===== src/logic/tras_pkg.sv =====
// Operation
// - loop-up flag while loop-up code received
// - loop-down flag while loop-down code received
// - transmit clock loss after 5.2 us idle
// - clock loss drives shared pin when enabled
// - clock loss moves transmit to receive clock
// - slip flag on elastic store repeat/delete
// - blue set: five or fewer zeros/3 ms
// - blue clear: six or more zeros/3 ms
// - blue robust to errors, framed ones
// - bit-2 yellow: 254 of 256 zero
// - twelfth F-bit yellow: two consecutive
// - ESF yellow: 16 set, 14-of-16 clear
// - red set after 192 consecutive zeros
// - red clear: 14 ones in 112 bits
// - framer carrier loss follows red criteria
package tras_pkg;
  localparam int ADDR_W = 8;
  localparam int DATA_W = 8;

  // register offsets
  localparam logic [7:0] ADDR_STATUS = 8'h20;
  localparam logic [7:0] ADDR_COMMON_CTRL = 8'h70;
  localparam logic [7:0] ADDR_TX_CTRL = 8'h71;
  localparam logic [7:0] ADDR_RX_CTRL = 8'h72;
  localparam logic [7:0] ADDR_LOOP_UP = 8'h73;
  localparam logic [7:0] ADDR_LOOP_DOWN = 8'h74;
  localparam logic [7:0] ADDR_LOOP_LEN = 8'h75;

  // status bit positions
  localparam int ST_LOOP_UP = 7;
  localparam int ST_LOOP_DOWN = 6;
  localparam int ST_TX_CLK_LOSS = 5;
  localparam int ST_SLIP = 4;
  localparam int ST_BLUE = 3;
  localparam int ST_YELLOW = 2;
  localparam int ST_CARRIER = 1;
  localparam int ST_SYNC = 0;

  // control bit positions
  localparam int CC_PIN_CLK_LOSS = 6;
  localparam int TC_FALLBACK = 7;
  localparam int RC_YEL_F12 = 2;
  localparam int RC_ESF = 3;
  localparam int LL_UP_LSB = 0;
  localparam int LL_DOWN_LSB = 3;

  // reset values
  localparam logic [7:0] RST_CTRL = 8'h00;
  localparam logic [7:0] RST_LOOP_CODE = 8'h00;
  localparam logic [7:0] RST_LOOP_LEN = 8'h00;

  // timing
  localparam int CLK_PERIOD_NS = 10;
  localparam int TX_LOSS_NS = 5200;
  localparam int TX_LOSS_CYC = (TX_LOSS_NS + CLK_PERIOD_NS - 1) / CLK_PERIOD_NS;
  localparam int BLUE_WIN_NS = 3000000;
  localparam int BLUE_WIN_CYC = BLUE_WIN_NS / CLK_PERIOD_NS;
  localparam int LOOP_RUN_BITS = 48;

  // alarm thresholds
  localparam int BLUE_SET_MAX_ZEROS = 5;
  localparam int YEL_CHANS = 256;
  localparam int YEL_MIN_ZEROS = 254;
  localparam int ESF_RUN = 16;
  localparam int ESF_CLR_MAX = 14;
  localparam int RED_ZEROS = 192;
  localparam int RED_WIN = 112;
  localparam int RED_MIN_ONES = 14;

  typedef enum logic {
    RED_WAIT = 1'b0,
    RED_COUNT = 1'b1
  } tras_red_state_type;
endpackage


===== src/logic/tras_loop_detect.sv =====
module tras_loop_detect #(
  parameter int RUN_BITS = 48
) (
  // clock and reset
  input wire logic clk,
  input wire logic rstn,
  // received bits
  input wire logic bit_en,
  input wire logic bit_in,
  // programmed code, right justified, length minus one
  input wire logic [7:0] code,
  input wire logic [2:0] code_len_m1,
  // result
  output logic detected
);
  localparam int RW = $clog2(RUN_BITS + 1);
  localparam logic [RW-1:0] RUN_MAX = RW'(RUN_BITS);

  logic [8:0] hist_q;
  logic [8:0] hist_d;
  logic [RW-1:0] run_q;
  logic [3:0] len;
  logic period_ok;
  logic phase_ok;

  // true when the newest n bits are some rotation of the code
  function automatic logic rot_match(input logic [8:0] h, input logic [7:0] c, input logic [3:0] n);
    logic hit;
    logic ok;
    logic [3:0] k;
    hit = 1'b0;
    for (int r = 0; r < 8; r++) begin
      ok = (r < n);
      for (int i = 0; i < 8; i++) begin
        k = 4'(i + r);
        if (k >= n) begin
          k = k - n;
        end
        if (i < n && h[i] != c[k[2:0]]) begin
          ok = 1'b0;
        end
      end
      hit = hit | ok;
    end
    return hit;
  endfunction

  assign len = {1'b0, code_len_m1} + 4'h1;
  assign hist_d = {hist_q[7:0], bit_in};
  assign period_ok = (hist_d[0] == hist_d[len]);
  assign phase_ok = rot_match(hist_d, code, len);

  always_ff @(posedge clk or negedge rstn) begin
    if (!rstn) begin
      hist_q <= 9'h000;
    end else if (bit_en) begin
      hist_q <= hist_d;
    end
  end

  // any bit off the repeating code restarts the run
  always_ff @(posedge clk or negedge rstn) begin
    if (!rstn) begin
      run_q <= '0;
    end else if (bit_en) begin
      if (!(period_ok && phase_ok)) begin
        run_q <= '0;
      end else if (run_q != RUN_MAX) begin
        run_q <= run_q + 1'b1;
      end
    end
  end

  assign detected = (run_q == RUN_MAX);
endmodule


===== src/logic/tras_alarm_status.sv =====
module tras_alarm_status #(
  parameter int BLUE_WIN = tras_pkg::BLUE_WIN_CYC,
  parameter int LOOP_BITS = tras_pkg::LOOP_RUN_BITS
) (
  // clock and reset
  input wire logic clk,
  input wire logic rstn,
  // register port
  input wire logic [tras_pkg::ADDR_W-1:0] reg_addr,
  input wire logic [tras_pkg::DATA_W-1:0] reg_wdata,
  input wire logic reg_wr,
  input wire logic reg_rd,
  output logic [tras_pkg::DATA_W-1:0] reg_rdata,
  // received line data, one bit per rx_bit_en
  input wire logic rx_bit_en,
  input wire logic rx_positive_data_in,
  input wire logic rx_negative_data_in,
  // framer indications
  input wire logic framer_in_sync,
  input wire logic rx_es_slip,
  input wire logic chan_bit2_en,
  input wire logic chan_bit2,
  input wire logic fbit12_en,
  input wire logic fbit12,
  input wire logic fdl_pattern_en,
  input wire logic fdl_is_00ff,
  // transmit clock monitor
  input wire logic tx_clock_input,
  // outputs
  output logic sync_clock_loss_pin,
  output logic tx_clock_from_rx,
  output logic framer_carrier_loss
);
  import tras_pkg::*;

  localparam int BW = $clog2(BLUE_WIN);
  localparam logic [BW-1:0] BLUE_LAST = BW'(BLUE_WIN - 1);

  logic [7:0] common_control_one_q;
  logic [7:0] tx_control_one_q;
  logic [7:0] rx_control_two_q;
  logic [7:0] loop_up_code_def_q;
  logic [7:0] loop_down_code_def_q;
  logic [7:0] loop_len_q;
  logic [7:0] rdata_q;
  logic [7:0] status;

  logic line_bit;
  logic line_zero;
  logic loop_up_detected;
  logic loop_down_detected;
  logic tx_clock_loss_q;
  logic rx_slip_event_q;
  logic blue_alarm_flag_q;
  logic yellow_alarm_flag;
  logic line_carrier_loss_q;
  logic rx_sync_loss;
  logic sync_clock_loss_pin_q;
  logic tx_clock_from_rx_q;

  assign line_bit = rx_positive_data_in | rx_negative_data_in;
  assign line_zero = !line_bit;
  assign rx_sync_loss = !framer_in_sync;

  // ---------------- registers
  always_ff @(posedge clk or negedge rstn) begin
    if (!rstn) begin
      common_control_one_q <= RST_CTRL;
      tx_control_one_q <= RST_CTRL;
      rx_control_two_q <= RST_CTRL;
      loop_up_code_def_q <= RST_LOOP_CODE;
      loop_down_code_def_q <= RST_LOOP_CODE;
      loop_len_q <= RST_LOOP_LEN;
    end else if (reg_wr) begin
      case (reg_addr)
        ADDR_COMMON_CTRL: common_control_one_q <= reg_wdata;
        ADDR_TX_CTRL: tx_control_one_q <= reg_wdata;
        ADDR_RX_CTRL: rx_control_two_q <= reg_wdata;
        ADDR_LOOP_UP: loop_up_code_def_q <= reg_wdata;
        ADDR_LOOP_DOWN: loop_down_code_def_q <= reg_wdata;
        ADDR_LOOP_LEN: loop_len_q <= reg_wdata;
        default: ;
      endcase
    end
  end

  always_comb begin
    status = 8'h00;
    status[ST_LOOP_UP] = loop_up_detected;
    status[ST_LOOP_DOWN] = loop_down_detected;
    status[ST_TX_CLK_LOSS] = tx_clock_loss_q;
    status[ST_SLIP] = rx_slip_event_q;
    status[ST_BLUE] = blue_alarm_flag_q;
    status[ST_YELLOW] = yellow_alarm_flag;
    status[ST_CARRIER] = line_carrier_loss_q;
    status[ST_SYNC] = rx_sync_loss;
  end

  // read data stand for exactly one cycle after the strobe
  always_ff @(posedge clk or negedge rstn) begin
    if (!rstn) begin
      rdata_q <= 8'h00;
    end else if (reg_rd) begin
      case (reg_addr)
        ADDR_STATUS: rdata_q <= status;
        ADDR_COMMON_CTRL: rdata_q <= common_control_one_q;
        ADDR_TX_CTRL: rdata_q <= tx_control_one_q;
        ADDR_RX_CTRL: rdata_q <= rx_control_two_q;
        ADDR_LOOP_UP: rdata_q <= loop_up_code_def_q;
        ADDR_LOOP_DOWN: rdata_q <= loop_down_code_def_q;
        ADDR_LOOP_LEN: rdata_q <= loop_len_q;
        default: rdata_q <= 8'h00;
      endcase
    end else begin
      rdata_q <= 8'h00;
    end
  end

  assign reg_rdata = rdata_q;

  // ---------------- loop codes
  tras_loop_detect #(
    .RUN_BITS(LOOP_BITS)
  ) u_loop_up (
    .clk(clk),
    .rstn(rstn),
    .bit_en(rx_bit_en),
    .bit_in(line_bit),
    .code(loop_up_code_def_q),
    .code_len_m1(loop_len_q[LL_UP_LSB +: 3]),
    .detected(loop_up_detected)
  );

  tras_loop_detect #(
    .RUN_BITS(LOOP_BITS)
  ) u_loop_down (
    .clk(clk),
    .rstn(rstn),
    .bit_en(rx_bit_en),
    .bit_in(line_bit),
    .code(loop_down_code_def_q),
    .code_len_m1(loop_len_q[LL_DOWN_LSB +: 3]),
    .detected(loop_down_detected)
  );

  // ---------------- transmit clock monitor
  logic tx_clk_prev_q;
  logic [9:0] tx_idle_q;

  always_ff @(posedge clk or negedge rstn) begin
    if (!rstn) begin
      tx_clk_prev_q <= 1'b0;
      tx_idle_q <= 10'h000;
      tx_clock_loss_q <= 1'b0;
    end else begin
      tx_clk_prev_q <= tx_clock_input;
      if (tx_clock_input != tx_clk_prev_q) begin
        tx_idle_q <= 10'h000;
        tx_clock_loss_q <= 1'b0;
      end else if (tx_idle_q == 10'(TX_LOSS_CYC - 1)) begin
        tx_clock_loss_q <= 1'b1;
      end else begin
        tx_idle_q <= tx_idle_q + 10'h001;
      end
    end
  end

  always_ff @(posedge clk or negedge rstn) begin
    if (!rstn) begin
      sync_clock_loss_pin_q <= 1'b0;
      tx_clock_from_rx_q <= 1'b0;
    end else begin
      sync_clock_loss_pin_q <= rx_sync_loss | (tx_clock_loss_q & common_control_one_q[CC_PIN_CLK_LOSS]);
      tx_clock_from_rx_q <= tx_clock_loss_q & tx_control_one_q[TC_FALLBACK];
    end
  end

  assign sync_clock_loss_pin = sync_clock_loss_pin_q;
  assign tx_clock_from_rx = tx_clock_from_rx_q;

  // ---------------- slip, held until the status register is read
  always_ff @(posedge clk or negedge rstn) begin
    if (!rstn) begin
      rx_slip_event_q <= 1'b0;
    end else if (rx_es_slip) begin
      rx_slip_event_q <= 1'b1;
    end else if (reg_rd && reg_addr == ADDR_STATUS) begin
      rx_slip_event_q <= 1'b0;
    end
  end

  // ---------------- blue alarm over fixed 3 ms windows
  logic [BW-1:0] blue_tick_q;
  logic [2:0] blue_zeros_q;
  logic [2:0] blue_zeros_d;

  always_comb begin
    blue_zeros_d = blue_zeros_q;
    if (rx_bit_en && line_zero && blue_zeros_q != 3'h6) begin
      blue_zeros_d = blue_zeros_q + 3'h1;
    end
  end

  always_ff @(posedge clk or negedge rstn) begin
    if (!rstn) begin
      blue_tick_q <= '0;
      blue_zeros_q <= 3'h0;
      blue_alarm_flag_q <= 1'b0;
    end else if (blue_tick_q == BLUE_LAST) begin
      blue_tick_q <= '0;
      blue_zeros_q <= 3'h0;
      // a framed signal carries far more zeros than the threshold
      blue_alarm_flag_q <= (blue_zeros_d <= 3'(BLUE_SET_MAX_ZEROS));
    end else begin
      blue_tick_q <= blue_tick_q + 1'b1;
      blue_zeros_q <= blue_zeros_d;
    end
  end

  // ---------------- yellow, bit 2 of 256 channels
  logic [7:0] yb_chan_q;
  logic [8:0] yb_zeros_q;
  logic [8:0] yb_zeros_d;
  logic yel_bit2_q;

  assign yb_zeros_d = yb_zeros_q + {8'h00, !chan_bit2};

  always_ff @(posedge clk or negedge rstn) begin
    if (!rstn) begin
      yb_chan_q <= 8'h00;
      yb_zeros_q <= 9'h000;
      yel_bit2_q <= 1'b0;
    end else if (chan_bit2_en) begin
      yb_chan_q <= yb_chan_q + 8'h01;
      if (yb_chan_q == 8'(YEL_CHANS - 1)) begin
        yb_zeros_q <= 9'h000;
        yel_bit2_q <= (yb_zeros_d >= 9'(YEL_MIN_ZEROS));
      end else begin
        yb_zeros_q <= yb_zeros_d;
      end
    end
  end

  // ---------------- yellow, twelfth framing bit
  logic f12_prev_q;
  logic yel_f12_q;

  always_ff @(posedge clk or negedge rstn) begin
    if (!rstn) begin
      f12_prev_q <= 1'b0;
      yel_f12_q <= 1'b0;
    end else if (fbit12_en) begin
      f12_prev_q <= fbit12;
      if (fbit12 && f12_prev_q) begin
        yel_f12_q <= 1'b1;
      end else if (!fbit12 && !f12_prev_q) begin
        yel_f12_q <= 1'b0;
      end
    end
  end

  // ---------------- yellow, ESF data link patterns
  logic [4:0] esf_run_q;
  logic [3:0] esf_blk_q;
  logic [4:0] esf_hits_q;
  logic [4:0] esf_hits_d;
  logic yel_esf_q;

  assign esf_hits_d = esf_hits_q + {4'h0, fdl_is_00ff};

  always_ff @(posedge clk or negedge rstn) begin
    if (!rstn) begin
      esf_run_q <= 5'h00;
      esf_blk_q <= 4'h0;
      esf_hits_q <= 5'h00;
      yel_esf_q <= 1'b0;
    end else if (fdl_pattern_en) begin
      esf_blk_q <= esf_blk_q + 4'h1;
      esf_hits_q <= (esf_blk_q == 4'hf) ? 5'h00 : esf_hits_d;
      if (!fdl_is_00ff) begin
        esf_run_q <= 5'h00;
      end else if (esf_run_q != 5'(ESF_RUN)) begin
        esf_run_q <= esf_run_q + 5'h01;
      end
      if (fdl_is_00ff && esf_run_q >= 5'(ESF_RUN - 1)) begin
        yel_esf_q <= 1'b1;
      end else if (esf_blk_q == 4'hf && esf_hits_d <= 5'(ESF_CLR_MAX)) begin
        yel_esf_q <= 1'b0;
      end
    end
  end

  // each detector runs all the time; the mode only picks the one shown
  always_comb begin
    if (rx_control_two_q[RC_ESF]) begin
      yellow_alarm_flag = yel_esf_q;
    end else if (rx_control_two_q[RC_YEL_F12]) begin
      yellow_alarm_flag = yel_f12_q;
    end else begin
      yellow_alarm_flag = yel_bit2_q;
    end
  end

  // ---------------- red alarm
  tras_red_state_type red_state_q;
  logic [7:0] red_zrun_q;
  logic [6:0] red_pos_q;
  logic [6:0] red_ones_q;
  logic [6:0] red_ones_d;

  assign red_ones_d = red_ones_q + {6'h00, line_bit};

  always_ff @(posedge clk or negedge rstn) begin
    if (!rstn) begin
      red_zrun_q <= 8'h00;
    end else if (rx_bit_en) begin
      if (line_bit) begin
        red_zrun_q <= 8'h00;
      end else if (red_zrun_q != 8'(RED_ZEROS)) begin
        red_zrun_q <= red_zrun_q + 8'h01;
      end
    end
  end

  // clear window opens at the first one seen while in alarm
  always_ff @(posedge clk or negedge rstn) begin
    if (!rstn) begin
      red_state_q <= RED_WAIT;
      red_pos_q <= 7'h00;
      red_ones_q <= 7'h00;
      line_carrier_loss_q <= 1'b0;
    end else if (rx_bit_en) begin
      if (line_zero && red_zrun_q == 8'(RED_ZEROS - 1)) begin
        line_carrier_loss_q <= 1'b1;
        red_state_q <= RED_WAIT;
      end else begin
        case (red_state_q)
          RED_WAIT: begin
            if (line_carrier_loss_q && line_bit) begin
              red_state_q <= RED_COUNT;
              red_pos_q <= 7'h01;
              red_ones_q <= 7'h01;
            end
          end
          RED_COUNT: begin
            if (red_pos_q == 7'(RED_WIN - 1)) begin
              red_state_q <= RED_WAIT;
              if (red_ones_d >= 7'(RED_MIN_ONES)) begin
                line_carrier_loss_q <= 1'b0;
              end
            end else begin
              red_pos_q <= red_pos_q + 7'h01;
              red_ones_q <= red_ones_d;
            end
          end
          default: red_state_q <= RED_WAIT;
        endcase
      end
    end
  end

  assign framer_carrier_loss = line_carrier_loss_q;
endmodule


===== config.mk =====
export PLATFORM = sky130hd
export DESIGN_NAME = tras_alarm_status
export DESIGN_NICKNAME = d
export VERILOG_FILES = /design/src/logic/tras_pkg.sv /design/src/logic/tras_loop_detect.sv /design/src/logic/tras_alarm_status.sv
export SDC_FILE = /design/constraint.sdc
export NUM_CORES = 1
export LEC_CHECK = 0
export BUFFER_PORTS_ARGS = -buffer_cell sky130_fd_sc_hd__buf_4
export CAP_MARGIN = 15
export CORE_MARGIN = 2
export CORE_UTILIZATION = 36
export CTS_CLUSTER_DIAMETER = 40
export DETAILED_ROUTE_END_ITERATION = 8
export RECOVER_POWER = 25
export SYNTH_ARGS = -nofsm -noshare
export SYNTH_HDL_FRONTEND = slang
export SYNTH_SLANG_ARGS = --single-unit

===== constraint.sdc =====
create_clock -name clk -period 9.49 [get_ports clk]
set_input_delay 0 -clock clk [delete_from_list [all_inputs] [get_ports clk]]
set_output_delay 0 -clock clk [all_outputs]
set_load 0.02 [all_outputs]

### Yosys cells after proc, flatten, opt, wreduce, memory -nomap -nowiden

Index checks and enable logic that the tools add are counted.

| word-level totals | value |
|---|---|
| register bits | 181 |

| operators by class | value |
|---|---|
| add/sub/neg operators | 45 |
| $lt $le $gt $ge | 83 |
| eq/ne operators | 157 |
| mux-type cells | 262 |
| bitwise gates (word level) | 20 |
| reductions and logical operators | 167 |

Operators by type and width:

| operator | number |
|---|---|
| 1-bit two-way mux | 177 |
| 1-bit logical AND | 139 |
| 1-bit != test | 129 |
| 3-bit by 4-bit < comparator with 1-bit output, second input constant | 30 |
| 3-bit two-way mux | 32 |
| 1-bit binary-select mux with 3-bit select | 30 |
| 4-bit greater-or-equal comparator, first input constant | 14 |
| 8-bit case mux with 7 select lines | 1 |
| 8-bit by 7-bit == test with 1-bit output, second input constant | 6 |
| 3-bit subtractor, first input constant | 14 |
| 3-bit by 4-bit greater-or-equal comparator with 1-bit output, first input constant | 8 |
| 3-bit by 4-bit < comparator with 1-bit output, first input constant | 8 |
| 7-bit case mux with 2 select lines | 2 |
| 2-bit AND reduction | 13 |
| 6-bit two-way mux | 4 |
| 8-bit two-way mux | 3 |
| 1-bit by 3-bit subtractor with 3-bit output, first input constant | 8 |
| 2-bit by 3-bit subtractor with 3-bit output, first input constant | 8 |
| 7-bit two-way mux | 3 |
| 10-bit two-way mux | 2 |
| 19-bit by 1-bit adder with 19-bit output, second input constant | 1 |
| 19-bit == test, second input constant | 1 |
| 19-bit two-way mux | 1 |
| 8-bit by 1-bit adder with 8-bit output, second input constant | 2 |
| other kinds (43) | 98 |

### Depth between registers and ports, before layout

Gate-level depths: netlist (run 1).

| logic depth | value |
|---|---|
| depth in word-level cells | 25 |
| gate-level depth with buffers | 18 |

### Cells and area by module

From an unflattened synthesis (run 1), not the netlist that was laid out.

| unflattened totals | value |
|---|---|
| cell total of the unflattened synthesis | 1505 |
| area total of the unflattened synthesis | 14028.5 um^2 |

By module, submodules not included:

| module | times used | cells each | area an instance (um^2) | sequential area each (um^2) |
|---|---|---|---|---|
| tras_alarm_status | 1 | 701 | 7470.9 | 3828.7 |
| tras_loop_detect (u_loop_down) | 1 | 400 | 3330.7 | 350.3 |
| tras_loop_detect (u_loop_up) | 1 | 404 | 3226.8 | 350.3 |

### Least setup slack after synthesis (run 1)

No wires, ideal clock.

| timing | value |
|---|---|
| kind | flip-flop to flip-flop |
| start point | reg loop_len_q[3] |
| end point | reg u_loop_down.run_q[5] |
| library setup time | 0.095 ns |
| arrival | 4.196 ns |
| path slack | 5.198 ns |
| stages on the path, launching flop included | 19 |
| buffers on the path | 4 |
| path through | dfrtp_1 buf_2 inv_2 ha_1 buf_2 inv_2 ha_1 buf_2 buf_2 nand2_1 nor4b_1 a2111oi_1 nand2_1 xnor2_1 a2111oi_2 o211ai_1 a41oi_2 nand2_1 o31ai_1 |

| on the way | value |
|---|---|
| longest elaborated chain between the ends | 25 |

Ends and longest elaborated chain:

| element | RTL line | text |
|---|---|---|
| from (decl) | tras_alarm_status.sv:44 | `logic [7:0] loop_len_q;` |
| from (signal assigned) | tras_alarm_status.sv:81 | `ADDR_LOOP_LEN: loop_len_q <= reg_wdata;` |
| 3-bit by 1-bit adder with 4-bit output * | tras_loop_detect.sv:48 | `assign len = {1'b0, code_len_m1} + 4'h1;` |
| 1-bit by 4-bit greater-or-equal comparator with 1-bit output / 1-bit by 3-bit subtractor with 3-bit output (equally long branches) | tras_loop_detect.sv:36, tras_loop_detect.sv:37 |  |
| 3-bit two-way mux | tras_loop_detect.sv:36 | `if (k >= n) begin` |
| 1-bit binary-select mux with 3-bit select | tras_loop_detect.sv:39 | `if (i < n && h[i] != c[k[2:0]]) begin` |
| 1-bit two-way mux (implied by the code) | tras_loop_detect.sv:39 |  |
| 1-bit != test | tras_loop_detect.sv:39 |  |
| 1-bit logical AND | tras_loop_detect.sv:39 |  |
| 1-bit two-way mux (8 in a row) | tras_loop_detect.sv:39 |  |
| 1-bit bitwise OR (7 in a row) | tras_loop_detect.sv:43 | `hit = hit \| ok;` |
| 1-bit logical AND * | tras_loop_detect.sv:66 | `if (!(period_ok && phase_ok)) begin` |
| 2-bit != test (no line) | -- |  |
| 2-bit AND reduction (no line) | -- |  |
| to (signal assigned) | tras_loop_detect.sv:69 | `run_q <= run_q + 1'b1;` |
| to (decl) | tras_loop_detect.sv:21 | `logic [RW-1:0] run_q;` |

Every way passes the cells marked *; elsewhere a longest branch is shown, timed or not. The select of a mux whose other input is x is not followed.
A chain may end at the register's enable or synchronous reset.

### Worst setup path in the final report (run 1)

| timing | value |
|---|---|
| start point | reg loop_len_q[3] |
| end point | reg u_loop_down.run_q[1] |

The elaborated chain is that of the path after synthesis.

==> summary.md, run 1 <==
| Metric | Value |
|---|---|
| Pwr Density | `148.4 nW/um^2` |
| Overall Power | `2.233 mW` |
| Worst-Skew Late Latency | `0.43 ns` |
| Clock skew | `0.006914 ns` |
| Maximum vdd drop | `0.0001208 V` |
| DRC errors left | `0` |
| Vias/cell | `5.813` |
| # rows | `71` |
| WL final | `38.76 mm` |
| Number of global-route vias before repair | `11020` |
| Remaining global-route overflow | `0` |
| HPWL Detailed | `26.91 mm` |
| Fill count | `3745` |
| Via count | `11920` |
| Main synth FF type | `dfrtp_1` |
| I/O Buffers | `42` |
| Post-DR wirelength/cell | `18.90 microns` |
| Post-synth EDFFs | `0` |
| Mapped Cells | `1523` |
| Setup_tns | `0 ns` |
| Final hold slack | `0.05403 ns` |
| Antenna cells | `0` |
| DR iter-0 viols | `1183` |
| Final Hold Fails | `0` |
| Core Region | `37400 sq um` |
| Die width | `198.4 microns` |
| Num Clock Sinks | `173` |
| Global-route wire length before repair | `61.47 mm` |
| CP required | `9.79 ns` |
| CTS tree | `built` |
| Hold Crit Class | `primary input to flop` |
| # setup viols final | `0` |
| Period minus WS final | `5.734 ns` |
| Total die area | `39350 sq um` |
| Initial Util | `0.3637` |
| Clk buf depth | `2` |
| Post-Syn Area | `13600 sq um` |
| I/O Pins | `43` |
| Area Overhead vs Synth | `10.65%` |
| Total CTS buffers | `17` |
| Crit path kind | `flop to flop` |
| Die Ht | `198.4 microns` |
| Arrival time at the worst endpoint | `6.04 ns` |
| Share of layout cells above drive strength 1 | `0.1300` |
| Relative slew slack | `-2.828` |
| Max Clk Rate | `0.1744 GHz` |
| DRT antenna net count | `0` |
| Htree depth | `4` |
| Routability cong. | `0.9190` |
| Clock transition at the registers of the reported paths | `0.07 ns` |
| Post-CTS sizing | `0` |
| Worst Setup End Kind | `flop` |
| Post-layout util | `0.4024` |
| Total track usage | `0.1967` |
| Initial antenna violation count | `0` |
| Async SR Flop Fraction | `1.000` |
| Period Utilization, post-route | `0.6042` |
| Max-slew violation count | `161` |
| Failing checks | `capacitance limit, slew limit` |
| Seq/Total Area, Yosys | `0.3183` |
| Ys Warns | `0` |
| Root Buffer | `clkbuf_16` |
| Synth Area per Inst | `8.931 sq um` |
| Max_cap viols | `3` |
| Worst Max-Slew Pin Slew | `5.741 ns` |
| Status | `finished, violations left` |
| Dpl cell area | `14280 sq um` |
| CP Max Fanout | `42` |
| # nets final | `1598` |
| Yosys reg bits | `173` |
| Library cells used by synthesis | `98` |
| Leakage Power | `6.095 nW` |
| Largest net degree at the start of global routing | `109` |
| Finished Cell Area | `15050 sq um` |
| DR pass1 iterations | `6` |
| Worst Setup Start Kind | `flop` |
| Unrepaired setup endpoints after global routing | `no` |
| Mapped Nets | `1595` |
## critical path: stages, from the launching register on
cell	delay (ns)
dfrtp_1	0.53
buf_4	0.47
inv_2	0.20
ha_1	0.32
buf_4	0.32
inv_2	0.17
ha_1	0.65
nor2b_1	0.10
a2111oi_1	0.64
nor3_1	0.24
o21a_1	0.26
o21a_1	0.17
o311a_1	0.32
nor4_1	0.45
a41oi_2	0.36
a21oi_1	0.29
o22ai_1	0.10
## flip-flops by register name, summed over array words and instances (netlist names), 8 cells and up
register	flops
reg_rdata	8
loop_down_code_def_q	8
yb_zeros_q	9
yb_chan_q	8
red_zrun_q	8
loop_len_q	8
tx_control_one_q	8
loop_up_code_def_q	8
u_loop_up.hist_q	8
common_control_one_q	8
blue_tick_q	19
rx_control_two_q	8
tx_idle_q	10
## placed cells by master, fill, tap and decap left out, types with 12 or more instances in the layout
cell           instances
dfrtp_1              173
nand2_1              124
nor2_1               101
xnor2_1               88
mux2_2                81
o21ai_0               81
a21oi_1               65
nand3_1               63
mux2i_1               55
xor2_1                47
buf_4                 44
inv_1                 42
ha_1                  40
nor3_1                37
nand4_1               28
and3_1                23
and2_1                21
dlygate4sd3_1         21
nor2b_1               19
nand2b_1              19
a211oi_1              18
clkbuf_16             17
o22ai_1               16
clkbuf_1              16
a21o_1                14
o211ai_1              13
a22oi_1               12
nor4_1                12
## cells in the mapped netlist (all sizes together), types with 9 or more instances
master | number | area share
mux2i | 57 | 0.043
a21o | 14 | 0.0077
a22oi | 12 | 0.0066
nor2b | 19 | 0.0087
o22ai | 16 | 0.0074
nand2 | 124 | 0.034
and2 | 22 | 0.010
and4 | 9 | 0.0058
o221ai | 10 | 0.0069
or3 | 9 | 0.0041
nor4 | 12 | 0.0055
o31ai | 11 | 0.0061
and3 | 23 | 0.011
a21oi | 66 | 0.025
ha | 40 | 0.037
mux4 | 11 | 0.018
inv | 49 | 0.014
xnor2 | 89 | 0.058
a211oi | 19 | 0.011
o21ai | 93 | 0.034
nor2 | 103 | 0.029
dfrtp | 173 | 0.32
mux2 | 82 | 0.068
clkbuf | 66 | 0.018
xor2 | 48 | 0.031
nand4 | 29 | 0.014
a22o | 11 | 0.0071
nand2b | 19 | 0.0087
nand3 | 63 | 0.023
o211ai | 13 | 0.0072
nor3b | 11 | 0.0061
nor3 | 37 | 0.014
buf | 30 | 0.012
o21a | 9 | 0.0050
## cell families (layout without fill, tap and decap cells)
| family | Yosys count | count (layout) | share of synthesized area |
|---|---|---|---|
| AO/OA/AOI/OAI | 365 | 365 | 0.1884 |
| XOR/XNOR | 139 | 139 | 0.09272 |
| adder cells (fa/ha/maj) | 40 | 40 | 0.03680 |
| buffers and inverters | 145 | 161 | 0.04342 |
| flip-flops | 173 | 173 | 0.3183 |
| multiplexers | 150 | 150 | 0.1292 |
| AND/OR/NAND/NOR | 511 | 511 | 0.1912 |
## layout make-up
type,instances,area (sq um),area share
timing repair buffer,80,596.8,0.03965
inverter,49,183.9,0.01222
tap,511,639.4,0.04248
sequential,173,4329,0.2876
multi-input combinational,1205,8685,0.5770
clock buffer,18,429.2,0.02851
clock inverter,14,187.7,0.01247
## where the power goes
part / switching (mW) / leakage [nW] / total [mW] / internal (mW)
Sequential: 0.0810 / 2.30 / 0.890 / 0.809
Combinational: 0.355 / 3.50 / 0.614 / 0.259
Clock: 0.308 / 0.294 / 0.729 / 0.421
Total: 0.744 / 6.09 / 2.23 / 1.49
## metal layers
metal	wire, microns	track usage	share of wire	vias up
met5	0	0	0	-
met4	1160	0.07491	0.030	0
met3	2150	0.02747	0.055	83
met2	17970	0.3097	0.46	432
met1	17480	0.2737	0.45	5811
li1	-	-	-	5590
## metrics by stage
stage | cells | worst slack, ns
4_1_cts | 2050 | 3.941
3_5_place_dp | 1997 | 3.939
5_1_grt | 2050 | 2.944
2_1_floorplan | 1523 | 5.198
3_3_place_gp | 1997 | 4.126
6_report | 2050 | 3.756
## timing repair
item,in CTS,in global routing
hold endpoints to repair,187,0
hold buffers,21,0
buffers inserted,0,0
## final timing paths
| check | from | to | slack (ns) | cells past startpoint |
|---|---|---|---|---|
| setup / recovery | loop_len_q[3] | u_loop_down.run_q[1] | 3.76 | 16 |
| hold reg to reg | blue_tick_q[0] | blue_tick_q[0] | 0.45 | 1 |
| hold / removal | chan_bit2 | yb_zeros_q[0] | 0.05 | 5 |
| max in group asynchronous | rstn | tx_clock_from_rx | 4.03 | 2 |
| min in group asynchronous | rstn | f12_prev_q | 2.22 | 2 |
| setup reg to reg | loop_len_q[3] | u_loop_down.run_q[1] | 3.76 | 16 |
Power figures use the tool's default switching activity.
==> run 2: changes to the inputs <==
==> constraint.sdc (replaced) <==
create_clock -name clk -period 5.8 [get_ports clk]
set_input_delay 0 -clock clk [delete_from_list [all_inputs] [get_ports clk]]
set_output_delay 0 -clock clk [all_outputs]
set_load 0.02 [all_outputs]
==> run 2 against run 1 <==
Against the previous run: the run still ends with capacitance limit, slew limit left; clock power is 65% higher; power rose by 64%; global-route usage grew 0.59 points; critical path depth down 2; wire length rose by 1.4%; worst setup slack worse by 2.9 ns; sequential power increased by 64%; register-to-register slack worse by 2.9 ns; via count grew 0.81%; clock skew grew 0.013 ns; first-iteration DRC count is 2.4% lower; combinational power rose by 64%; critical endpoint is now u_loop_up.run_q[2]; largest cell class unchanged.
==> summary.md, run 2 (synthesis gave the netlist of run 1 again) <==
| Metric | Value |
|---|---|
| Slowest library cell on the worst path | `xnor2_2 (was ha_1)` |
| Leakage Power | `6.108 nW (was 6.095 nW)` |
| Slowest stage delay, CP | `0.75 ns (was 0.65 ns)` |
| Global-route wire length before repair | `63.38 mm (was 61.47 mm)` |
| Setup_tns | `0 ns (unchanged)` |
| Core Region | `37400 sq um (unchanged)` |
| Status | `finished, violations left (unchanged)` |
| Register Area | `4329 sq um (unchanged)` |
| GR Layer Usage met1 | `0.2828 (was 0.2737)` |
| Largest net degree at the start of global routing | `111 (was 109)` |
| Share of layout cells above drive strength 1 | `0.1330 (was 0.1300)` |
| Place WS | `0.9456 ns (was 3.939 ns)` |
| Num Clock Sinks | `173 (unchanged)` |
| Worst Hold Path Cells | `3 (was 5)` |
| # rows | `71 (unchanged)` |
| I/O Pins | `43 (unchanged)` |
| Final WS setup | `0.8571 ns (was 3.756 ns)` |
| Post-DR wirelength/cell | `19.16 microns (was 18.90 microns)` |
| # nets final | `1600 (was 1598)` |
| DR iter-0 viols | `1155 (was 1183)` |
| Worst Setup Start Kind | `flop (unchanged)` |
| Antenna cells | `0 (unchanged)` |
| Finished Layout Cells | `2052 (was 2050)` |
| CP required | `6.14 ns (was 9.79 ns)` |
| Worst-Skew Late Latency | `0.44 ns (was 0.43 ns)` |
| Unrepaired setup endpoints after global routing | `no (unchanged)` |
| Most used cell, CP | `ha_1` |
| Root Buffer | `clkbuf_16 (unchanged)` |
| Arrival time at the worst endpoint | `5.28 ns (was 6.04 ns)` |
| Finished Cell Area | `15070 sq um (was 15050 sq um)` |
| Remaining global-route overflow | `0 (unchanged)` |
| Clk buf depth | `2 (unchanged)` |
| Crit path kind | `flop to flop (unchanged)` |
| Clock skew | `0.01951 ns (was 0.006914 ns)` |
| DRT antenna net count | `0 (unchanged)` |
| Hold Crit Class | `primary input to flop (unchanged)` |
| Overall Power | `3.659 mW (was 2.233 mW)` |
| Fill count | `3724 (was 3745)` |
| DRC errors left | `0 (unchanged)` |
| Commonest non-fill, non-tap cell in the layout | `dfrtp_1 (unchanged)` |
| Final Hold Fails | `0 (unchanged)` |
| Maximum vdd drop | `0.0002024 V (was 0.0001208 V)` |
| # setup viols final | `0 (unchanged)` |
| DR pass1 iterations | `8 (was 6)` |
| GRT busiest layer | `met2 (unchanged)` |
| WL final | `39.31 mm (was 38.76 mm)` |
| Htree depth | `4 (unchanged)` |
| Final hold slack | `0.06892 ns (was 0.05403 ns)` |
| Initial Util | `0.3637 (unchanged)` |
| Routability cong. | `0.9501 (was 0.9190)` |
| Total die area | `39350 sq um (unchanged)` |
| HPWL Detailed | `27.21 mm (was 26.91 mm)` |
| Die Ht | `198.4 microns (unchanged)` |
| Vias/cell | `5.854 (was 5.813)` |
| Total CTS buffers | `17 (unchanged)` |
| Max-slew violation count | `163 (was 161)` |
| Total track usage | `0.2026 (was 0.1967)` |
| Die width | `198.4 microns (unchanged)` |
| Period Utilization, post-route | `0.8522 (was 0.6042)` |
| Pwr Density | `242.7 nW/um^2 (was 148.4 nW/um^2)` |
| Area Overhead vs Synth | `10.82% (was 10.65%)` |
| Failing checks | `capacitance limit, slew limit (unchanged)` |
| Dpl cell area | `14300 sq um (was 14280 sq um)` |
| Most frequent cells in the layout | `173 x dfrtp_1, 124 x nand2_1, 101 x nor2_1 (unchanged)` |
| Max Clk Rate | `0.2023 GHz (was 0.1744 GHz)` |
| Post-layout util | `0.4030 (was 0.4024)` |
| Via count | `12010 (was 11920)` |
| Number of global-route vias before repair | `11340 (was 11020)` |
| Largest regs | `blue_tick_q x19, tx_idle_q x10, yb_zeros_q x9 (unchanged)` |
| Worst Setup End Kind | `flop (unchanged)` |
| Met2 Use GR | `0.3162 (was 0.3097)` |
| Most flops, register | `blue_tick_q (unchanged)` |
| Footprint of the multi-input gates | `8691 sq um (was 8685 sq um)` |
| R2R depth | `14 (was 16)` |
| Cells after DPL | `1998 (was 1997)` |
| Max reg flops | `19 (unchanged)` |
| CTS tree | `built (unchanged)` |
| Max_cap viols | `3 (unchanged)` |
| Relative slew slack | `-0.8400 (was -2.828)` |
| Initial antenna violation count | `0 (unchanged)` |
| Worst Max-Slew Pin Slew | `2.760 ns (was 5.741 ns)` |
| M3 GR Usage | `0.03340 (was 0.02747)` |
| CP Max Fanout | `18 (was 42)` |
| Crit path cell chain | `ha_1, xnor2_2, inv_2, ha_1, mux4_2, and2_1, a31oi_2, xor2_1, o21ai_0, a2111oi_0, a31oi_1, nand4_2, o21bai_4, o311ai_2 (was buf_4, inv_2, ha_1, buf_4, inv_2, ha_1, nor2b_1, a2111oi_1, nor3_1, o21a_1, o21a_1, o311a_1, nor4_1, a41oi_2, a21oi_1, o22ai_1)` |
| I/O Buffers | `42 (unchanged)` |
| # Post-CTS Setup Buffers | `0 (unchanged)` |
| Clock transition at the registers of the reported paths | `0.08 ns (was 0.07 ns)` |
| Period minus WS final | `4.943 ns (was 5.734 ns)` |
run 2: final timing paths:
kind                                      from                  to  slack, ns
worst max-delay path             loop_len_q[1]  u_loop_up.run_q[2]       0.86
worst max register to register   loop_len_q[1]  u_loop_up.run_q[2]       0.86
worst min-delay path                    reg_rd        reg_rdata[2]       0.07
max in group asynchronous                 rstn  u_loop_up.run_q[0]       2.73
min in group asynchronous                 rstn      blue_tick_q[1]       0.97
worst min register to register  blue_tick_q[0]      blue_tick_q[0]       0.46
run 2: critical path: cells and delay by family, from the launching register on:
family / cells / cell delay [ns]
AOI/OAI and AO/OA: 6 / 1.35
xor gates and xnor gates: 2 / 0.92
adders and majority gates: 2 / 0.90
buffers and inverters: 1 / 0.27
DFF: 1 / 0.56
muxes: 1 / 0.51
and+or+nand+nor: 2 / 0.33
run 2: final cells by class:
cell class	count	area share
flip-flops and latches	173	0.2872
clock inverters	14	0.01137
inverters	49	0.01220
repair buffers	82	0.04109
clock buffers	18	0.02914
multi-input cells	1205	0.5766
well taps	511	0.04242
run 2: routing by layer:
layer / share of wire / routed length, microns
met4: 0.030 / 1168
met5: 0 / 0
met2: 0.45 / 17720
met3: 0.063 / 2469
met1: 0.46 / 17960
run 2: power by group:
group	internal (mW)	switching (mW)
sequential	1.32	0.132
clock	0.662	0.534
combinational	0.424	0.583
run 2: what timing repair did:
item                                   CTS  global route
hold buffers                            22             0
endpoints found under the hold margin  195             0
gates resized for setup                  0             0
==> run 3: changes to the inputs <==
--- a/config.mk
+++ b/config.mk
@@ -7,10 +7,13 @@
 export LEC_CHECK = 0
 export BUFFER_PORTS_ARGS = -buffer_cell sky130_fd_sc_hd__buf_4
 export CAP_MARGIN = 15
+export CELL_PAD_IN_SITES_DETAIL_PLACEMENT = 0
+export CELL_PAD_IN_SITES_GLOBAL_PLACEMENT = 1
 export CORE_MARGIN = 2
 export CORE_UTILIZATION = 36
 export CTS_CLUSTER_DIAMETER = 40
 export DETAILED_ROUTE_END_ITERATION = 8
+export PLACE_DENSITY_LB_ADDON = 0.1
 export RECOVER_POWER = 25
 export SYNTH_ARGS = -nofsm -noshare
 export SYNTH_HDL_FRONTEND = slang
==> constraint.sdc (replaced) <==
create_clock -name clk -period 5.8 [get_ports clk]
set_input_delay 0 -clock clk [delete_from_list [all_inputs] [get_ports clk]]
set_output_delay 0 -clock clk [all_outputs]
set_load 0.01 [all_outputs]
==> run 3 against run 2 <==
Against the previous run: the run still ends with capacitance limit, slew limit left; critical path depth is the same; wire length grew 5.9%; via count shrank 2.1%; combinational power is essentially flat; maximum frequency shrank 1.6%; power is 1.1% lower; critical endpoint is now u_loop_down.run_q[1]; largest power group unchanged.
==> summary.md, run 3 (synthesis gave the netlist of run 1 again) <==
| Metric | Value |
|---|---|
| Final Hold Fails | `0 (unchanged)` |
| Total die area | `39350 sq um (unchanged)` |
| # setup viols final | `0 (unchanged)` |
| Worst Max-Slew Pin Slew | `2.928 ns (was 2.760 ns)` |
| Share of layout cells above drive strength 1 | `0.1370 (was 0.1330)` |
| Max reg flops | `19 (unchanged)` |
| Die width | `198.4 microns (unchanged)` |
| I/O Pins | `43 (unchanged)` |
| Relative slew slack | `-0.9517 (was -0.8400)` |
| DRT antenna net count | `0 (unchanged)` |
| Clk pwr share | `0.318 (was 0.327)` |
| # Post-CTS Setup Buffers | `0 (unchanged)` |
| Setup_tns | `0 ns (unchanged)` |
| DR pass1 iterations | `5 (was 8)` |
| Max-slew violation count | `139 (was 163)` |
| Status | `finished, violations left (unchanged)` |
| Clock skew | `0.02763 ns (was 0.01951 ns)` |
| DR iter-0 viols | `838 (was 1155)` |
| Total track usage | `0.2169 (was 0.2026)` |
| # nets final | `1606 (was 1600)` |
| Leakage Power | `6.127 nW (was 6.108 nW)` |
| R2R depth | `14 (unchanged)` |
| Crit path kind | `flop to flop (unchanged)` |
| Failing checks | `capacitance limit, slew limit (unchanged)` |
| Commonest non-fill, non-tap cell in the layout | `dfrtp_1 (unchanged)` |
| Remaining global-route overflow | `0 (unchanged)` |
| Most flops, register | `blue_tick_q (unchanged)` |
| Htree depth | `4 (unchanged)` |
| Initial antenna violation count | `0 (unchanged)` |
| NetSw | `1.284 mW (was 1.248 mW)` |
| Slowest stage delay, CP | `1.00 ns (was 0.75 ns)` |
| Initial Util | `0.3637 (unchanged)` |
| Hold Crit Class | `primary input to flop (unchanged)` |
| Unrepaired setup endpoints after global routing | `no (unchanged)` |
| Comb pwr share | `0.280 (was 0.275)` |
| Num Clock Sinks | `173 (unchanged)` |
| Die Ht | `198.4 microns (unchanged)` |
| CTS tree | `built (unchanged)` |
| WL final | `41.63 mm (was 39.31 mm)` |
| Via count | `11760 (was 12010)` |
| Total CTS buffers | `17 (unchanged)` |
| CP Max Fanout | `18 (unchanged)` |
| Core Region | `37400 sq um (unchanged)` |
| Maximum vdd drop | `0.0001926 V (was 0.0002024 V)` |
| Worst Setup End Kind | `flop (unchanged)` |
| # rows | `71 (unchanged)` |
| Worst-Skew Late Latency | `0.46 ns (was 0.44 ns)` |
| CP required | `6.18 ns (was 6.14 ns)` |
| Number of hold buffers added after CTS | `21 (was 22)` |
| Post-DR wirelength/cell | `20.23 microns (was 19.16 microns)` |
| Vias/cell | `5.712 (was 5.854)` |
| Period Utilization, post-route | `0.8663 (was 0.8522)` |
| Routability cong. | `0.9324 (was 0.9501)` |
| Worst Hold Path Cells | `5 (was 3)` |
| Levels on crit path | `14 (unchanged)` |
| Max_cap viols | `2 (was 3)` |
| Largest net degree at the start of global routing | `114 (was 111)` |
| Crit path cell chain | `ha_1, xor2_2, buf_4, ha_1, nand2_1, nor4b_1, a2111oi_1, nand2_1, xnor2_1, a2111oi_2, o211ai_1, a41oi_2, nand3b_1, o22ai_1 (was ha_1, xnor2_2, inv_2, ha_1, mux4_2, and2_1, a31oi_2, xor2_1, o21ai_0, a2111oi_0, a31oi_1, nand4_2, o21bai_4, o311ai_2)` |
| Switching Share | `0.3549 (was 0.3412)` |
| Buf/Inv on CP | `1 (unchanged)` |
| Family with the most delay on the worst path | `compound AO/OA/AOI/OAI gates (unchanged)` |
| Clock transition at the registers of the reported paths | `0.08 ns (about the same)` |
| Post-CTS sizing | `0 (unchanged)` |
| Clk buf depth | `2 (unchanged)` |
| Largest regs | `blue_tick_q x19, tx_idle_q x10, yb_zeros_q x9 (unchanged)` |
| DRC errors left | `0 (unchanged)` |
| Number of global-route vias before repair | `11300 (was 11340)` |
| Sequential share of power | `0.402 (was 0.398)` |
| Slowest library cell on the worst path | `a2111oi_1 (was xnor2_2)` |
| Post-layout util | `0.4035 (was 0.4030)` |
| Root Buffer | `clkbuf_16 (unchanged)` |
| Most frequent cells in the layout | `173 x dfrtp_1, 124 x nand2_1, 101 x nor2_1 (unchanged)` |
| Arrival time at the worst endpoint | `5.40 ns (was 5.28 ns)` |
| I/O Buffers | `42 (unchanged)` |
| Period minus WS final | `5.024 ns (was 4.943 ns)` |
| Area Overhead vs Synth | `10.95% (was 10.82%)` |
| Worst Setup Start Kind | `flop (unchanged)` |
| Pwr Density | `239.9 nW/um^2 (was 242.7 nW/um^2)` |
| Global-route wire length before repair | `66.11 mm (was 63.38 mm)` |
| Max Clk Rate | `0.1990 GHz (was 0.2023 GHz)` |
| HPWL Detailed | `28.76 mm (was 27.21 mm)` |
| Pint | `2.335 mW (was 2.410 mW)` |
| Antenna cells | `0 (unchanged)` |
run 3: worst reg2reg max path: cells and delay by family (launching register included):
| family | cells | cell delay (ns) |
|---|---|---|
| AO/OA/AOI/OAI | 5 | 2.19 |
| XOR/XNOR | 2 | 0.38 |
| adder cells (fa/ha/maj) | 2 | 0.92 |
| buffers and inverters | 1 | 0.21 |
| flip-flops | 1 | 0.48 |
| AND/OR/NAND/NOR | 4 | 0.75 |
run 3: worst paths after layout:
check,from,slack (ns),endpoint
max,loop_len_q[4],0.78,u_loop_down.run_q[1]
min,chan_bit2,0.03,yb_zeros_q[0]
max reg2reg,loop_len_q[4],0.78,u_loop_down.run_q[1]
min reg2reg,blue_tick_q[0],0.45,blue_tick_q[0]
max in group asynchronous,rstn,2.76,loop_down_code_def_q[7]
min in group asynchronous,rstn,1.01,blue_tick_q[8]
run 3: final cells by class:
cell class	count	area [sq um]
multi-input combinational	1205	8690
clock buffer	18	439.2
fill	3812	22310
clock inverter	14	143.9
timing repair buffer	88	665.6
inverter	49	183.9
tap	511	639.4
sequential	173	4329
run 3: layer usage:
metal / track usage / up-vias / wire [microns]
li1: - / 5630 / -
met1: 0.3015 / 5746 / 19290
met2: 0.3345 / 308 / 19010
met3: 0.03527 / 71 / 1992
met4: 0.08967 / 0 / 1336
met5: 0 / - / 0
run 3: power by group through the flow:
stage | logic, mW | registers [mW] | clock network (mW)
global route | 1.12 | 1.47 | 1.25
floorplan | 0.752 | 1.43 | 0
CTS | 1.02 | 1.45 | 1.20
global placement | 1.00 | 1.47 | 0
finish | 1.01 | 1.45 | 1.15
detailed placement | 1.00 | 1.48 | 0
run 3: through the flow:
stage	cells	hold WS [ns]	cell area [sq um]	worst slack [ns]	power (mW)
finish	2058	0.03493	15090	0.7757	3.620
global route	2058	0.05231	15090	0.3087	3.839
CTS	2058	0.01744	15140	0.8335	3.673
detailed placement	2005	0.1288	14350	0.8414	2.478
global placement	2005	0.1256	14350	0.9750	2.476
floorplan	1523	-0.2956	13600	1.508	2.178
